File: src/core/fnc_pkg.sv
// Shared constants and types for the flash command host controller
package fnc_pkg;

  //////////////////////////////////////////////////////////////////////////////
  // Timing, in ns and in cycles of the 250 MHz system clock
  localparam int CLK_NS = 4;
  // Address setup before the write strobe falls
  localparam int T_SETUP_NS = 12;
  // Write strobe low time
  localparam int T_WP_NS = 40;
  // Data hold after the write strobe rises
  localparam int T_HOLD_NS = 12;
  // Output access time after the output gate falls
  localparam int T_ACC_NS = 80;
  // Chip select high time between bus cycles
  localparam int T_GAP_NS = 20;
  // Least times round up to whole cycles
  localparam logic [7:0] C_SETUP = 8'((T_SETUP_NS + CLK_NS - 1) / CLK_NS);
  localparam logic [7:0] C_WP = 8'((T_WP_NS + CLK_NS - 1) / CLK_NS);
  localparam logic [7:0] C_HOLD = 8'((T_HOLD_NS + CLK_NS - 1) / CLK_NS);
  localparam logic [7:0] C_ACC = 8'((T_ACC_NS + CLK_NS - 1) / CLK_NS);
  localparam logic [7:0] C_GAP = 8'((T_GAP_NS + CLK_NS - 1) / CLK_NS);
  // Cycles the data bus needs to pass the input synchroniser
  localparam logic [7:0] C_SYNC = 8'h03;

  //////////////////////////////////////////////////////////////////////////////
  // Software register offsets
  localparam logic [7:0] REG_CTRL = 8'h00;
  localparam logic [7:0] REG_ADDR = 8'h04;
  localparam logic [7:0] REG_STATUS = 8'h08;
  localparam logic [7:0] REG_RDATA = 8'h0C;
  // Operation codes written to the control register
  localparam logic [2:0] OP_RESET = 3'h1;
  localparam logic [2:0] OP_AUTOSEL = 3'h2;
  localparam logic [2:0] OP_QUERY = 3'h3;
  localparam logic [2:0] OP_READ = 3'h4;
  localparam logic [2:0] OP_VERIFY = 3'h5;
  // Status bit positions
  localparam int ST_BUSY = 0;
  localparam int ST_MODE = 1;
  localparam int ST_LOCKOUT = 3;
  localparam int ST_NEED_RESET = 4;
  localparam int ST_MISMATCH = 5;
  localparam int ST_REFUSED = 6;

  //////////////////////////////////////////////////////////////////////////////
  // Flash command cycles, word addresses
  localparam logic [19:0] UNLOCK1_ADDR = 20'h00555;
  localparam logic [19:0] UNLOCK2_ADDR = 20'h002AA;
  localparam logic [19:0] QUERY_ADDR = 20'h00055;
  localparam logic [19:0] RESET_ADDR = 20'h00000;
  localparam logic [15:0] UNLOCK1_DATA = 16'h00AA;
  localparam logic [15:0] UNLOCK2_DATA = 16'h0055;
  localparam logic [15:0] AUTOSEL_CMD = 16'h0090;
  localparam logic [15:0] QUERY_CMD = 16'h0098;
  localparam logic [15:0] RESET_CMD = 16'h00F0;

  //////////////////////////////////////////////////////////////////////////////
  // Extended query table expected contents
  localparam logic [19:0] PRI_BASE = 20'h00040;
  localparam logic [3:0] PRI_LAST_IDX = 4'h9;
  localparam logic [15:0] PRI_P = 16'h0050;
  localparam logic [15:0] PRI_R = 16'h0052;
  localparam logic [15:0] PRI_I = 16'h0049;
  localparam logic [15:0] PRI_MAJOR = 16'h0031;
  localparam logic [15:0] PRI_MINOR = 16'h0033;
  localparam logic [15:0] PRI_UNLOCK_TECH = 16'h0008;
  localparam logic [15:0] PRI_SUSPEND = 16'h0002;
  localparam logic [15:0] PRI_PROT_GROUP = 16'h0001;
  localparam logic [15:0] PRI_TEMP_UNPROT = 16'h0001;
  localparam logic [15:0] PRI_SCHEME = 16'h0004;

  // Mode the flash is believed to be in
  typedef enum logic [1:0] {
    FNC_MODE_ARRAY,
    FNC_MODE_AUTOSEL,
    FNC_MODE_QUERY
  } fnc_mode_e;

endpackage

File: src/core/fnc_host.sv
// Host controller that issues reset, identify and query commands to a NOR flash
// What this block does
// - Write needs select, strobe low, gate high
// - Broken sequence needs a reset command
// - Reset, query or lockout leaves autoselect mode
// - Two unlocks plus autoselect enter autoselect
// - Query command 98h at 55h
// - Reset command leaves query mode
module fnc_host
  import fnc_pkg::*;
(
  input wire logic clk, // System clock
  input wire logic sys_rst, // Synchronous reset
  input wire logic [7:0] sw_addr, // Register byte address
  input wire logic [31:0] sw_wdata, // Register write data
  input wire logic sw_wr, // Register write strobe
  input wire logic sw_rd, // Register read strobe
  output logic [31:0] sw_rdata, // Read data, cycle after strobe
  input wire logic lockout_det, // Supply below lockout_threshold
  output logic [19:0] fl_addr, // Flash address pins
  output logic [15:0] fl_dq_out, // Flash data, driven value
  output logic fl_dq_oe, // Flash data output enable
  input wire logic [15:0] fl_dq_in, // Flash data, sensed value
  output logic fl_ce_n, // Flash chip select
  output logic fl_we_n, // Flash write strobe
  output logic fl_oe_n // Flash output gate
);

  typedef enum logic [1:0] {
    SQ_IDLE,
    SQ_ISSUE,
    SQ_WAIT
  } fnc_sq_e;

  fnc_sq_e state; // Sequencer state
  fnc_mode_e mode; // Believed flash mode
  logic [2:0] op_q; // Operation in progress
  logic [3:0] idx; // Step within the operation
  logic [19:0] addr_reg; // Software target address
  logic [15:0] rdata_reg; // Last data read from flash
  logic need_reset; // Flash state unknown
  logic mismatch; // Query table check failed
  logic refused; // Last order was refused
  logic l1, l2, l3; // Lockout synchroniser
  logic lockout; // Filtered lockout level
  logic st_wr; // Step is a write
  logic [19:0] st_addr; // Step address
  logic [15:0] st_data; // Step write data
  logic [15:0] st_exp; // Step expected read data
  logic st_last; // Final step of the operation
  logic ctrl_wr; // Control register written
  logic [2:0] op_req; // Requested operation
  logic op_known; // Requested code is defined
  logic op_mode_ok; // Request fits the flash mode
  logic op_ok; // Request accepted
  logic cy_start; // Launch a bus cycle
  logic cy_done; // Bus cycle finished
  logic [15:0] cy_rdata; // Data from the bus cycle
  logic [31:0] status_word; // Status register view
  logic [31:0] read_mux; // Selected register

  //////////////////////////////////////////////////////////////////////////////
  // Order decode
  assign ctrl_wr = sw_wr && (sw_addr == REG_CTRL);
  assign op_req = sw_wdata[2:0];
  assign op_known = (op_req >= OP_RESET) && (op_req <= OP_VERIFY);
  // query entry from array or autoselect
  assign op_mode_ok = (op_req == OP_QUERY) ? (mode != FNC_MODE_QUERY) :
                      (op_req == OP_AUTOSEL) ? (mode == FNC_MODE_ARRAY) :
                      (op_req == OP_VERIFY) ? (mode == FNC_MODE_QUERY) : 1'b1;
  assign op_ok = ctrl_wr && op_known && (state == SQ_IDLE) && !lockout && op_mode_ok &&
                 (!need_reset || op_req == OP_RESET);
  assign cy_start = (state == SQ_ISSUE);

  // Step table for every operation
  always_comb begin
    st_wr = 1'b1;
    st_addr = RESET_ADDR;
    st_data = RESET_CMD;
    st_exp = 16'h0000;
    st_last = 1'b1;
    unique case (op_q)
      OP_AUTOSEL: begin
        st_last = (idx == 4'h2);
        st_addr = (idx == 4'h1) ? UNLOCK2_ADDR : UNLOCK1_ADDR;
        st_data = (idx == 4'h0) ? UNLOCK1_DATA :
                  (idx == 4'h1) ? UNLOCK2_DATA : AUTOSEL_CMD;
      end
      OP_QUERY: begin
        st_addr = QUERY_ADDR;
        st_data = QUERY_CMD;
      end
      OP_READ: begin
        st_wr = 1'b0;
        st_addr = addr_reg;
      end
      OP_VERIFY: begin
        st_wr = 1'b0;
        st_addr = PRI_BASE + {16'h0000, idx};
        st_last = (idx == PRI_LAST_IDX);
        unique case (idx)
          4'h0: st_exp = PRI_P;
          4'h1: st_exp = PRI_R;
          4'h2: st_exp = PRI_I;
          4'h3: st_exp = PRI_MAJOR;
          4'h4: st_exp = PRI_MINOR;
          4'h5: st_exp = PRI_UNLOCK_TECH;
          4'h6: st_exp = PRI_SUSPEND;
          4'h7: st_exp = PRI_PROT_GROUP;
          4'h8: st_exp = PRI_TEMP_UNPROT;
          default: st_exp = PRI_SCHEME;
        endcase
      end
      default: begin
        st_addr = RESET_ADDR;
        st_data = RESET_CMD;
      end
    endcase
  end

  //////////////////////////////////////////////////////////////////////////////
  // Lockout pin synchroniser; a change counts once two stages agree
  always_ff @(posedge clk) begin
    if (sys_rst) begin
      l1 <= 1'b1;
      l2 <= 1'b1;
      l3 <= 1'b1;
      lockout <= 1'b1;
    end else begin
      l1 <= lockout_det;
      l2 <= l1;
      l3 <= l2;
      if (l2 == l3) lockout <= l3;
    end
  end

  // Sequencer and mode tracking
  always_ff @(posedge clk) begin
    if (sys_rst) begin
      state <= SQ_IDLE;
      mode <= FNC_MODE_ARRAY;
      op_q <= OP_RESET;
      idx <= 4'h0;
      need_reset <= 1'b0;
    end else if (lockout) begin
      state <= SQ_IDLE;
      mode <= FNC_MODE_ARRAY;
      idx <= 4'h0;
      if (state != SQ_IDLE) need_reset <= 1'b1;
    end else begin
      unique case (state)
        SQ_IDLE: if (op_ok) begin
          op_q <= op_req;
          idx <= 4'h0;
          state <= SQ_ISSUE;
        end
        SQ_ISSUE: state <= SQ_WAIT;
        SQ_WAIT: if (cy_done) begin
          if (st_last) begin
            state <= SQ_IDLE;
            if (op_q == OP_RESET) begin
              mode <= FNC_MODE_ARRAY;
              need_reset <= 1'b0;
            end
            if (op_q == OP_AUTOSEL) mode <= FNC_MODE_AUTOSEL;
            if (op_q == OP_QUERY) mode <= FNC_MODE_QUERY;
          end else begin
            idx <= idx + 4'h1;
            state <= SQ_ISSUE;
          end
        end
        default: state <= SQ_IDLE;
      endcase
    end
  end

  // Software registers and flags
  always_ff @(posedge clk) begin
    if (sys_rst) begin
      addr_reg <= 20'h00000;
      rdata_reg <= 16'h0000;
      mismatch <= 1'b0;
      refused <= 1'b0;
    end else begin
      if (sw_wr && sw_addr == REG_ADDR) addr_reg <= sw_wdata[19:0];
      if (ctrl_wr) refused <= !op_ok;
      if (state == SQ_WAIT && cy_done && !st_wr) rdata_reg <= cy_rdata;
      if (op_ok && op_req == OP_VERIFY) begin
        mismatch <= 1'b0;
      end else if (state == SQ_WAIT && cy_done && op_q == OP_VERIFY && cy_rdata != st_exp) begin
        mismatch <= 1'b1;
      end
    end
  end

  //////////////////////////////////////////////////////////////////////////////
  // Register read port, data valid only in the cycle after the strobe
  assign status_word = {25'h0000000, refused, mismatch, need_reset, lockout, mode,
                        state != SQ_IDLE};
  assign read_mux = (sw_addr == REG_ADDR) ? {12'h000, addr_reg} :
                    (sw_addr == REG_STATUS) ? status_word :
                    (sw_addr == REG_RDATA) ? {16'h0000, rdata_reg} : 32'h00000000;

  always_ff @(posedge clk) begin
    if (sys_rst) sw_rdata <= 32'h00000000;
    else sw_rdata <= sw_rd ? read_mux : 32'h00000000;
  end

  // Bus cycle engine
  fnc_cycle u_cycle (
    .clk(clk),
    .sys_rst(sys_rst),
    .start(cy_start),
    .is_write(st_wr),
    .addr(st_addr),
    .wdata(st_data),
    .abort(lockout),
    .done(cy_done),
    .rdata(cy_rdata),
    .fl_addr(fl_addr),
    .fl_dq_out(fl_dq_out),
    .fl_dq_oe(fl_dq_oe),
    .fl_dq_in(fl_dq_in),
    .fl_ce_n(fl_ce_n),
    .fl_we_n(fl_we_n),
    .fl_oe_n(fl_oe_n)
  );

endmodule

File: src/core/fnc_cycle.sv
// One flash bus cycle, read or write, on the asynchronous pins
module fnc_cycle
  import fnc_pkg::*;
(
  input wire logic clk, // System clock
  input wire logic sys_rst, // Synchronous reset
  input wire logic start, // Begin a cycle, taken when idle
  input wire logic is_write, // Cycle kind with start
  input wire logic [19:0] addr, // Word address with start
  input wire logic [15:0] wdata, // Write data with start
  input wire logic abort, // Drop the cycle, pins to idle
  output logic done, // Cycle finished, one pulse
  output logic [15:0] rdata, // Captured read data
  output logic [19:0] fl_addr, // Flash address pins
  output logic [15:0] fl_dq_out, // Flash data, driven value
  output logic fl_dq_oe, // Flash data output enable
  input wire logic [15:0] fl_dq_in, // Flash data, sensed value
  output logic fl_ce_n, // Flash chip select
  output logic fl_we_n, // Flash write strobe
  output logic fl_oe_n // Flash output gate
);

  typedef enum logic [2:0] {
    CY_IDLE,
    CY_SETUP,
    CY_PULSE,
    CY_HOLD,
    CY_SETTLE,
    CY_GAP
  } fnc_cy_e;

  fnc_cy_e state; // Current phase
  fnc_cy_e next_state; // Phase after this edge
  logic [7:0] cnt; // Cycles spent in the phase
  logic [7:0] limit; // Length of the current phase
  logic wr_q; // Latched cycle kind
  logic next_wr; // Cycle kind seen by the pins
  logic [15:0] s1, s2, s3; // Data bus synchroniser
  logic leave; // Current phase ends
  logic capture; // Read data agreed and taken
  logic drive_ce; // Chip select wanted low
  logic drive_we; // Write strobe wanted low
  logic drive_oe; // Output gate wanted low
  logic drive_dq; // Data bus wanted driven

  //////////////////////////////////////////////////////////////////////////////
  // Phase lengths and decode
  assign limit = (state == CY_SETUP) ? C_SETUP :
                 (state == CY_PULSE) ? (wr_q ? C_WP : C_ACC) :
                 (state == CY_HOLD) ? C_HOLD :
                 (state == CY_GAP) ? C_GAP : 8'h01;
  // Sampling waits for two synchroniser stages to agree
  assign capture = (state == CY_SETTLE) && (cnt >= C_SYNC) && (s2 == s3);
  assign leave = (state == CY_SETTLE) ? capture : (cnt >= limit);
  assign done = (state == CY_GAP) && leave;
  assign next_wr = (state == CY_IDLE && start) ? is_write : wr_q;

  // Phase sequence: writes hold, reads settle
  always_comb begin
    next_state = state;
    unique case (state)
      CY_IDLE: if (start) next_state = CY_SETUP;
      CY_SETUP: if (leave) next_state = CY_PULSE;
      CY_PULSE: if (leave) next_state = wr_q ? CY_HOLD : CY_SETTLE;
      CY_HOLD: if (leave) next_state = CY_GAP;
      CY_SETTLE: if (leave) next_state = CY_GAP;
      CY_GAP: if (leave) next_state = CY_IDLE;
    endcase
  end

  assign drive_ce = (next_state != CY_IDLE) && (next_state != CY_GAP);
  assign drive_we = next_wr && (next_state == CY_PULSE);
  // Output gate stays high through every write cycle
  assign drive_oe = !next_wr && (next_state == CY_PULSE || next_state == CY_SETTLE);
  assign drive_dq = next_wr && drive_ce;

  //////////////////////////////////////////////////////////////////////////////
  // Phase state and latched request
  always_ff @(posedge clk) begin
    if (sys_rst || abort) begin
      state <= CY_IDLE;
      cnt <= 8'h01;
    end else begin
      state <= next_state;
      cnt <= (leave || state == CY_IDLE) ? 8'h01 : cnt + 8'h01;
    end
  end

  always_ff @(posedge clk) begin
    if (sys_rst) begin
      wr_q <= 1'b0;
      fl_addr <= 20'h00000;
      fl_dq_out <= 16'h0000;
    end else if (state == CY_IDLE && start) begin
      wr_q <= is_write;
      fl_addr <= addr;
      fl_dq_out <= wdata;
    end
  end

  always_ff @(posedge clk) begin
    if (sys_rst || abort) begin
      fl_ce_n <= 1'b1;
      fl_we_n <= 1'b1;
      fl_oe_n <= 1'b1;
      fl_dq_oe <= 1'b0;
    end else begin
      fl_ce_n <= !drive_ce;
      fl_we_n <= !drive_we;
      fl_oe_n <= !drive_oe;
      fl_dq_oe <= drive_dq;
    end
  end

  // Data bus synchroniser and read capture
  always_ff @(posedge clk) begin
    if (sys_rst) begin
      s1 <= 16'h0000;
      s2 <= 16'h0000;
      s3 <= 16'h0000;
      rdata <= 16'h0000;
    end else begin
      s1 <= fl_dq_in;
      s2 <= s1;
      s3 <= s2;
      if (capture) rdata <= s3;
    end
  end

endmodule

File: config.mk
export PLATFORM = sky130hd
export DESIGN_NAME = fnc_host
export DESIGN_NICKNAME = d
export VERILOG_FILES = /design/src/core/fnc_pkg.sv /design/src/core/fnc_host.sv /design/src/core/fnc_cycle.sv
export SDC_FILE = /design/constraint.sdc
export NUM_CORES = 1
export LEC_CHECK = 0
export BUFFER_PORTS_ARGS = -buffer_cell sky130_fd_sc_hd__buf_2
export CAP_MARGIN = 20
export CORE_UTILIZATION = 50
export CTS_CLUSTER_SIZE = 40
export DETAILED_ROUTE_END_ITERATION = 16
export GPL_ROUTABILITY_DRIVEN = 0
export PLACE_DENSITY_LB_ADDON = 0.12
export REMOVE_ABC_BUFFERS = 1
export SETUP_SLACK_MARGIN = 0.15
export SLEW_MARGIN = 20
export SYNTH_ARGS = -nofsm -noshare
export SYNTH_HDL_FRONTEND = slang
export SYNTH_SLANG_ARGS = --single-unit
File: constraint.sdc
create_clock -name clk -period 3.5 [get_ports clk]
set_input_delay 0.35 -clock clk [delete_from_list [all_inputs] [get_ports clk]]
set_output_delay 0.35 -clock clk [all_outputs]
set_load 0.01 [all_outputs]
Word level (Yosys, flattened, before mapping)
Memories as Yosys holds them, arrays and structs flattened. A register that Yosys moved wholly into a read port is not among the register bits.
Index checks and enable logic that the tools add are counted.
{"block": "word_totals", "register_bits": 202, "latchBits": 0, "ramBits": 0, "romBits": 112, "inputBits": 61, "output_inout_bits": 72, "wordCells": 176, "mem_count": 1}
{"name": "(no name shown)", "depth": 16, "width": 7, "read_ports": 1, "rd_ports_with_merged_regs": 1, "wr": 0, "line": "fnc_host.sv:101", "source": "unique case (idx)"}
{"block": "classes", "add_sub_neg": 3, "n_mul": 0, "div_mod_pow": 0, "n_lt_le_gt_ge": 4, "n_eq_ne": 34, "n_shift": 0, "muxes": 47, "n_bitwise": 2, "reduce_logical": 57}
{"op": "20-bit case mux with 4 select lines", "count": 1}
{"op": "16-bit 2-to-1 mux", "count": 3}
{"op": "8-bit 2-to-1 mux", "count": 5}
{"op": "3-bit by 2-bit == test with 1-bit output, second input constant", "count": 7}
{"op": "1-bit logical AND", "count": 21}
{"op": "3-bit 2-to-1 mux", "count": 7}
{"op": "20-bit 2-to-1 mux", "count": 1}
{"op": "4-bit 2-to-1 mux", "count": 5}
{"op": "3-bit == test, second input constant", "count": 6}
{"op": "16-bit == test", "count": 1}
{"op": "8-bit by 4-bit == test with 1-bit output, second input constant", "count": 2}
{"op": "16-bit inequality test", "count": 1}
{"op": "8-bit case mux with 2 select lines", "count": 1}
{"op": "3-bit case mux with 5 select lines", "count": 1}
{"op": "1-bit 2-to-1 mux", "count": 13}
{"op": "2-bit nonzero test", "count": 6}
{"op": "2-bit OR reduction", "count": 6}
{"op": "11-bit 2-to-1 mux", "count": 1}
{"op": "2-bit 2-to-1 mux", "count": 5}
{"op": "3-bit by 1-bit == test with 1-bit output, second input constant", "count": 3}
{"op": "7-bit by 4-bit adder with 8-bit output, first input constant", "count": 1}
{"op": "8-bit by 1-bit adder with 8-bit output, second input constant", "count": 1}
{"op": "8-bit by 3-bit == test with 1-bit output, second input constant", "count": 1}
{"op": "8-bit by 2-bit >= comparator with 1-bit output, second input constant", "count": 1}
{"op": "other kinds (30)", "count": 47}

Logic depth before layout (Yosys ltp)
Gate-level depths: netlist of run 1.
{"block": "logic_depth", "depth_word": 13, "mapped_depth": 18, "depth_no_buf": 17}

Cells and area by module
Synthesis of run 1 repeated with hierarchy kept, for this count alone.
{"block": "unflattened", "cells_unflattened": 915, "hier_area_um2": 8066.5}
{"mod": "fnc_cycle", "n_inst": 1, "cells_each": 434, "area_each_um2": 4107.7, "seq_area_each_um2": 2322.2}
{"mod": "fnc_host", "n_inst": 1, "cells_each": 481, "area_each_um2": 3958.8, "seq_area_each_um2": 1621.6}

Worst setup path before layout of run 1
No wires, ideal clock.
{"block": "synth_timing", "kind": "register to register", "startpoint": "register u_cycle.state[1]", "endpoint": "register with a tool-made name", "setup_time_ps": 72, "arrival_ps": 3361, "required_ps": 3428, "path_slack_ps": 68, "path_stages_with_launch": 16, "path_buffers": 1, "synth_period_minus_slack_ps": 3432, "path_cell_list": "dfxtp_1 -> buf_1 -> nand2_1 -> or2_2 -> and2_1 -> ha_1 -> nand4_1 -> a21boi_0 -> and4bb_2 -> o21bai_1 -> a21oi_1 -> o21ai_2 -> inv_1 -> ha_1 -> mux2_2 -> mux2i_1"}
{"element": "start: declaration", "line": "fnc_cycle.sv:32", "source": "fnc_cy_e state;"}
{"element": "start signal: assignment", "line": "fnc_cycle.sv:84", "source": "state <= next_state;"}

==> impl_results.md, run 1 <==
- Mapped Area: between 7000 and 8000 µm²
- Starting density of the core: approximately half
- Total number of vias: around 6,000
- H-tree depth: 4
- P per Cell Area: about 480 nW/µm²
- Worst setup margin: 0.306 ns
- Peak supply drop: about 0.00037 V
- CP Launch Type: flip-flop
- Sequential area share after synthesis: 50.5%
- Dpl hpwl: between 10 and 15 mm
- FFs w/ async S/R, synth: 0%
- Synth Flop Type: dfxtp_1
- Die Ht: 124 µm
- Total Power: 0.00420 W
- Antenna violations before repair: 1
- First-pass GRT wire length: approximately 25 mm
- Path depth of the worst reg2reg path: 13
- Vias/cell: approximately 5.3
- Met3 WL: 930 µm
- Worst-path clk slew: around 0.07 ns
- Number of flops mapped to enable cells by yosys: 0
- Clock sinks: ~190
- Worst reg2reg setup slack: 0.31 ns
- Synthesized flop and latch total: between 150 and 200
- # IOs: approximately 130
- Min-Delay Endpoint: l1$_SDFF_PP1_
- CP Max Fanout: 8
- Worst Hold Launch: lockout_det
- Hold WC Path Type: primary input to flip-flop
- Area grow syn2layout: 16.8%
- CTS tree: done
- CTS Buffer Depth: 2
- Leakage: about 3.5 nW
- Fin. Hold Viols: 0
- Vias in the first global route: about 5,200
- DR WL/cell: 14.2 µm
- Final wirelength: ~16 mm
- Post-Route Skew: 0.0106 ns
- Worst-Margin Slew: slightly above 1 ns
- Period minus WS final: 3.19 ns
- TritonRoute pass-1 iters: 7
- Pre-CTS WS: approximately 0.023 ns
- First DRT Iteration DRCs: roughly 500
- Cell variety after synth: a little under 70
- RSZ-0062 raised after global routing: no
- FP Rows: 44
- Max Fclk: 313 MHz
- Antenna viol nets, final: 0
- Synth Instances: between 800 and 900
- Ant. Diodes: 0
- Status: finished clean
- Final setup fails: 0
- Worst r2r src: op_q[1]$_SDFFE_PP0P_
- Syn. warnings: 0
- DR WL met2: roughly 7.2 mm
- Clock buffer count from CTS: 17
- Max-slew violation count: 0
- Worst-skew pair later-pin latency: ~0.44 ns
- Slew Limit Headroom: 32.2%
- Max cap viols: 0
- Synth Area per Inst: 9.12 µm²
- Nets: approximately 1,000
- Largest net degree at the start of global routing: between 80 and 90
- Clock Root Buffer: clkbuf_16
- Die area: about 15,000 µm²
- Crit path kind: flip-flop to flip-flop
- Grt total ovfl: 0
- DRC: 0
- Worst Path Arrival: roughly 3.6 ns
- PortBufs: 100
- Met1 wire length: about 7.4 mm
- Die Width: 124 µm
- CP endpoint kind: flip-flop
- Fin crit share: between 90% and 100%
- Gr usage total: 21.3%
- Core area: about 15,000 µm²
- Req. time, crit path: between 3 and 4 ns
- Highest routed metal layer: met4
- Hold path depth: 2
- Share of layout cells above drive strength 1: 19.6%
## cell usage in the layout (no fill, tap or decap), types with 3 or more instances in the layout
| cell | instances |
|---|---|
| dfxtp_1 | 188 |
| buf_2 | 99 |
| nor2_1 | 88 |
| nand2_1 | 84 |
| a21oi_1 | 77 |
| nor2b_1 | 56 |
| nand3_1 | 35 |
| mux2i_1 | 24 |
| conb_1 | 20 |
| buf_4 | 18 |
| nor3_1 | 17 |
| clkbuf_16 | 17 |
| xor2_1 | 16 |
| xnor2_1 | 14 |
| ha_1 | 14 |
| inv_1 | 12 |
| nor4_1 | 11 |
| o21ai_0 | 11 |
| a211oi_1 | 11 |
| a22o_1 | 10 |
| and2_1 | 7 |
| or2_2 | 7 |
| nand4_1 | 6 |
| nand2b_1 | 5 |
| a31oi_1 | 4 |
| nor2_2 | 3 |
| and3_1 | 3 |
| inv_6 | 3 |
## kinds of logic after synthesis
| kind of cell | after synthesis | share of synthesized area, % |
|---|---|---|
| AND/OR/NAND/NOR | 345 | 23.5 |
| flip-flops | 188 | 50.5 |
| AO/OA/AOI/OAI | 139 | 11.6 |
| buffers and inverters | 74 | 4.87 |
| XOR/XNOR | 30 | 3.53 |
| multiplexers | 26 | 3.53 |
| adder cells (fa/ha/maj) | 14 | 2.35 |
| other | 1 | 0.0503 |
## Yosys cell counts (5+ instances only)
master	count	area share, %
dfxtp_1	188	51
nor2_1	89	4.5
nand2_1	84	4.2
a21oi_1	77	5.2
nor2b_1	56	4.7
nand3_1	36	2.4
clkbuf_1	34	1.7
mux2i_1	24	3.2
buf_4	21	2.1
nor3_1	18	1.2
xor2_1	16	1.9
ha_1	14	2.4
xnor2_1	14	1.6
inv_1	13	0.66
nor4_1	12	1.0
a211oi_1	11	1.1
o21ai_0	11	0.74
a22o_1	10	1.2
and2_1	7	0.59
or2_2	7	0.59
nand4_1	6	0.50
nand2b_1	5	0.42
## layer usage
metal,up-vias,global-route usage [%]
met5,-,0
met4,0,9.75
met3,29,5.45
met2,194,33.7
met1,2734,27.2
li1,2933,-
## final cells by class
type | count | area [µm²]
clock buffer | 20 | 457
clock inverter | 11 | 133
fill | 1291 | 5830
inverter | 14 | 55.1
multi-input combinational | 574 | 3430
sequential | 188 | 3760
tap | 184 | 230
timing repair buffer | 117 | 631
## timing repair
action / in CTS / in global routing
pin swaps: 1 / 3
resized for setup: 1 / 7
setup buffers: 0 / 2
endpoints found under the setup margin: 1 / 4
hold buffers: 0 / 0
## worst max-delay path by stage
stage	start	end	slack, ns
finish	op_q[1]$_SDFFE_PP0P_	flip-flop	0.31
global route	op_q[1]$_SDFFE_PP0P_	flip-flop	0.14
CTS	u_cycle.state[0]$_SDFF_PP0_	flip-flop	0.16
detailed placement	u_cycle.state[0]$_SDFF_PP0_	flip-flop	0.02
global placement	u_cycle.state[0]$_SDFF_PP0_	flip-flop	0.21
floorplan	u_cycle.state[2]$_SDFF_PP0_	flip-flop	-0.67
## metrics by stage
step           util [%]  area [µm²]  setup TNS [ns]  hold WS, ns  instances
6_report           59.9        8700               0        0.102       1108
5_1_grt            59.9        8700               0        0.102       1108
4_1_cts            59.6        8660               0       0.0730       1106
3_5_place_dp       55.5        8070               0        0.403       1075
3_3_place_gp       55.5        8070               0        0.392       1075
2_1_floorplan         -        7210           -7.97        0.389        776
## power breakdown
| part | leakage [nW] | internal (W) | total, W | switching, W |
|---|---|---|---|---|
| Combinational | 1.73 | 0.0000477 | 0.000116 | 0.0000681 |
| Clock | 0.289 | 0.00110 | 0.00191 | 0.000816 |
| Sequential | 1.52 | 0.00216 | 0.00217 | 0.0000105 |
| Total | 3.54 | 0.00331 | 0.00420 | 0.000894 |
## critical path: stages (launching register included)
cell,delay [ns]
dfxtp_1,0.37
nand2b_1,0.20
nor2_1,0.26
ha_1,0.30
nor4b_2,0.32
nor2_1,0.08
o21ai_0,0.15
o31ai_4,0.19
and3_4,0.22
nor2_2,0.28
nor2_8,0.06
ha_1,0.30
mux2_2,0.26
mux2i_1,0.14
Power figures use the tool's default switching activity.
==> inputs of run 2 (changes only) <==
- GPL_ROUTABILITY_DRIVEN: 0 -> 1
- GPL_TIMING_DRIVEN: default -> 0
==> run 2 against run 1 <==
Compared with the run above: routed wire length shrank 1.6%; core utilization grew 0.77 points; sequential share of layout area shrank 0.40 points; via count shrank 0.78%; first-iteration DRC count shrank 12%; non-clock buffer count is the same; register-to-register slack lost 0.02 ns; die area is the same; critical path depth grew 1; total power grew 2.9%; critical path type unchanged; largest power group unchanged.
==> impl_results.md, run 2 (same netlist as run 1, synthesis figures left out) <==
- Fin crit share: just over 90%
- H-tree depth: 4
- Antenna violations before repair: 0
- CTS Buffer Depth: 2
- Final cell count without fillers: 1,109
- Die Ht: between 100 and 150 µm
- Commonest non-fill, non-tap cells in the layout: 184 x dfxtp_1, 101 x buf_2, 86 x nor2_1
- Worst-skew pair later-pin latency: about 0.42 ns
- Die Width: roughly 120 µm
- Grt total ovfl: 0
- First DRT Iteration DRCs: around 440
- Placed Area: 8050 µm²
- TritonRoute pass-1 iters: 4
- M3 GR Usage: 4.99%
- Vias in the first global route: approximately 5,000
- Period minus WS final: 3.21 ns
- Worst-path clk slew: 0.06 ns
- Total number of vias: between 5,000 and 6,000
- Final Instance Area: 8810 µm²
- CP Max Fanout: 8
- Max cap viols: 0
- TNS Setup: 0 ns
- Worst reg2reg setup slack: around 0.29 ns
- Clock buffer count from CTS: 17
- Die area: 15,400 µm²
- Final wirelength: 15.5 mm
- Multi-input gate area: between 3000 and 4000 µm²
- Post-cts hold buffer count: 0
- # IOs: around 130
- Largest net degree at the start of global routing: 92
- Post-Place Cells: around 1,100
- Slew Limit Headroom: between 30% and 40%
- Req. time, crit path: around 3.9 ns
- Layer with the highest usage: met2
- Ant. Diodes: 0
- Max-slew violation count: 0
- Core area: 14,500 µm²
- First-pass GRT wire length: around 25 mm
- CP endpoint kind: flip-flop
- Nets: just under 1,000
- Post-Route Skew: about 0.0062 ns
- M1 GR Usage: a little over a quarter
- Vias/cell: roughly 5.3
- Antenna viol nets, final: 0
- DRC: 0
- Leakage: 3.57 nW
- RSZ-0062 raised after global routing: yes
- PortBufs: 100
- Storage cell area: between 3000 and 4000 µm²
- Final setup fails: 0
- CP Launch Type: flip-flop
- M2 GR Usage: 33.5%
- FP Rows: 44
- Max Fclk: 311 MHz
- Crit. Startpoint: u_cycle.state[0]$_SDFF_PP0_
- DR WL/cell: roughly 14 µm
- Fin. Hold Viols: 0
- Path depth of the worst reg2reg path: 14
- Hold WS: roughly 0.11 ns
- P per Cell Area: 491 nW/µm²
- Commonest non-fill, non-tap cell in the layout: dfxtp_1
- Dpl hpwl: between 10 and 15 mm
- Worst Path Arrival: around 3.6 ns
- GP Congestion: between 0.8 and 0.9
- Hold WC Path Type: primary input to flip-flop
- Share of layout cells above drive strength 1: 20.3%
- Area grow syn2layout: 18.3%
- CTS tree: done
- Starting density of the core: about half
- Fillers: 1,283
- Worst r2r src: u_cycle.state[0]$_SDFF_PP0_
- Clock Root Buffer: clkbuf_16
- Gr usage total: 20.8%
- Crit path kind: flip-flop to flip-flop
- Status: finished clean
- Worst-Margin Slew: about 1.0 ns
- Peak supply drop: roughly 0.00034 V
- Clock sinks: approximately 190
run 2: worst min-delay path by stage:
| stage | startpoint | to | slack (ns) | depth (start not counted) |
|---|---|---|---|---|
| after floorplan | l1$_SDFF_PP1_ | l2$_SDFF_PP1_ | 0.39 | 1 |
| final | lockout_det | l1$_SDFF_PP1_ | 0.11 | 2 |
| after detailed placement | l1$_SDFF_PP1_ | l2$_SDFF_PP1_ | 0.40 | 1 |
| after global routing | lockout_det | l1$_SDFF_PP1_ | 0.10 | 2 |
| after CTS | lockout_det | l1$_SDFF_PP1_ | 0.1 | 2 |
| after global placement | l1$_SDFF_PP1_ | l2$_SDFF_PP1_ | 0.39 | 1 |
run 2: stage by stage:
step	utilization [%]	setup slack [ns]	power, W
6_report	60.6	0.288	0.00432
5_1_grt	60.6	0.147	0.00447
4_1_cts	60.2	0.156	0.00436
2_1_floorplan	-	-0.670	0.00227
3_3_place_gp	54.6	-1.50	0.00233
3_5_place_dp	55.4	-0.414	0.00234
run 2: repair_timing:
| item | 4_1_cts | 5_1_grt |
|---|---|---|
| setup endpoints to repair | 26 | 19 |
| buffers inserted | 4 | 5 |
| cloned | 0 | 0 |
| resized for setup | 10 | 8 |
| pin swaps | 4 | 3 |
run 2: per-layer routing:
metal  share of wire [%]  vias to the layer above
li1                    -                     2938
met1                  46                     2700
met4                 1.5                        0
met3                 6.4                       18
met2                  46                      188
met5                   0                        -
run 2: critical path, cell delays in order (launching register included):
cell	delay, ns
dfxtp_4	0.39
nor2_4	0.13
nand2_1	0.08
or2_2	0.29
and2_1	0.15
ha_1	0.28
nand4_1	0.09
a21boi_1	0.07
and4bb_4	0.38
o21bai_4	0.10
buf_4	0.15
a31o_2	0.25
a21oi_2	0.27
mux2_2	0.37
mux2i_1	0.14
run 2: area by class of cell:
cell class	count	area share [%]
clock buffer	23	5.42
clock inverter	9	1.80
inverter	14	0.625
multi-input combinational	574	39.3
sequential	188	42.8
tap	184	2.61
timing repair buffer	117	7.41
run 2: where the power goes:
| group | switching (W) | total [W] | internal, W |
|---|---|---|---|
| registers | 0.0000105 | 0.00217 | 0.00216 |
| clock network | 0.000779 | 0.00204 | 0.00126 |
| logic | 0.0000673 | 0.000117 | 0.0000498 |
| total | 0.000857 | 0.00432 | 0.00347 |
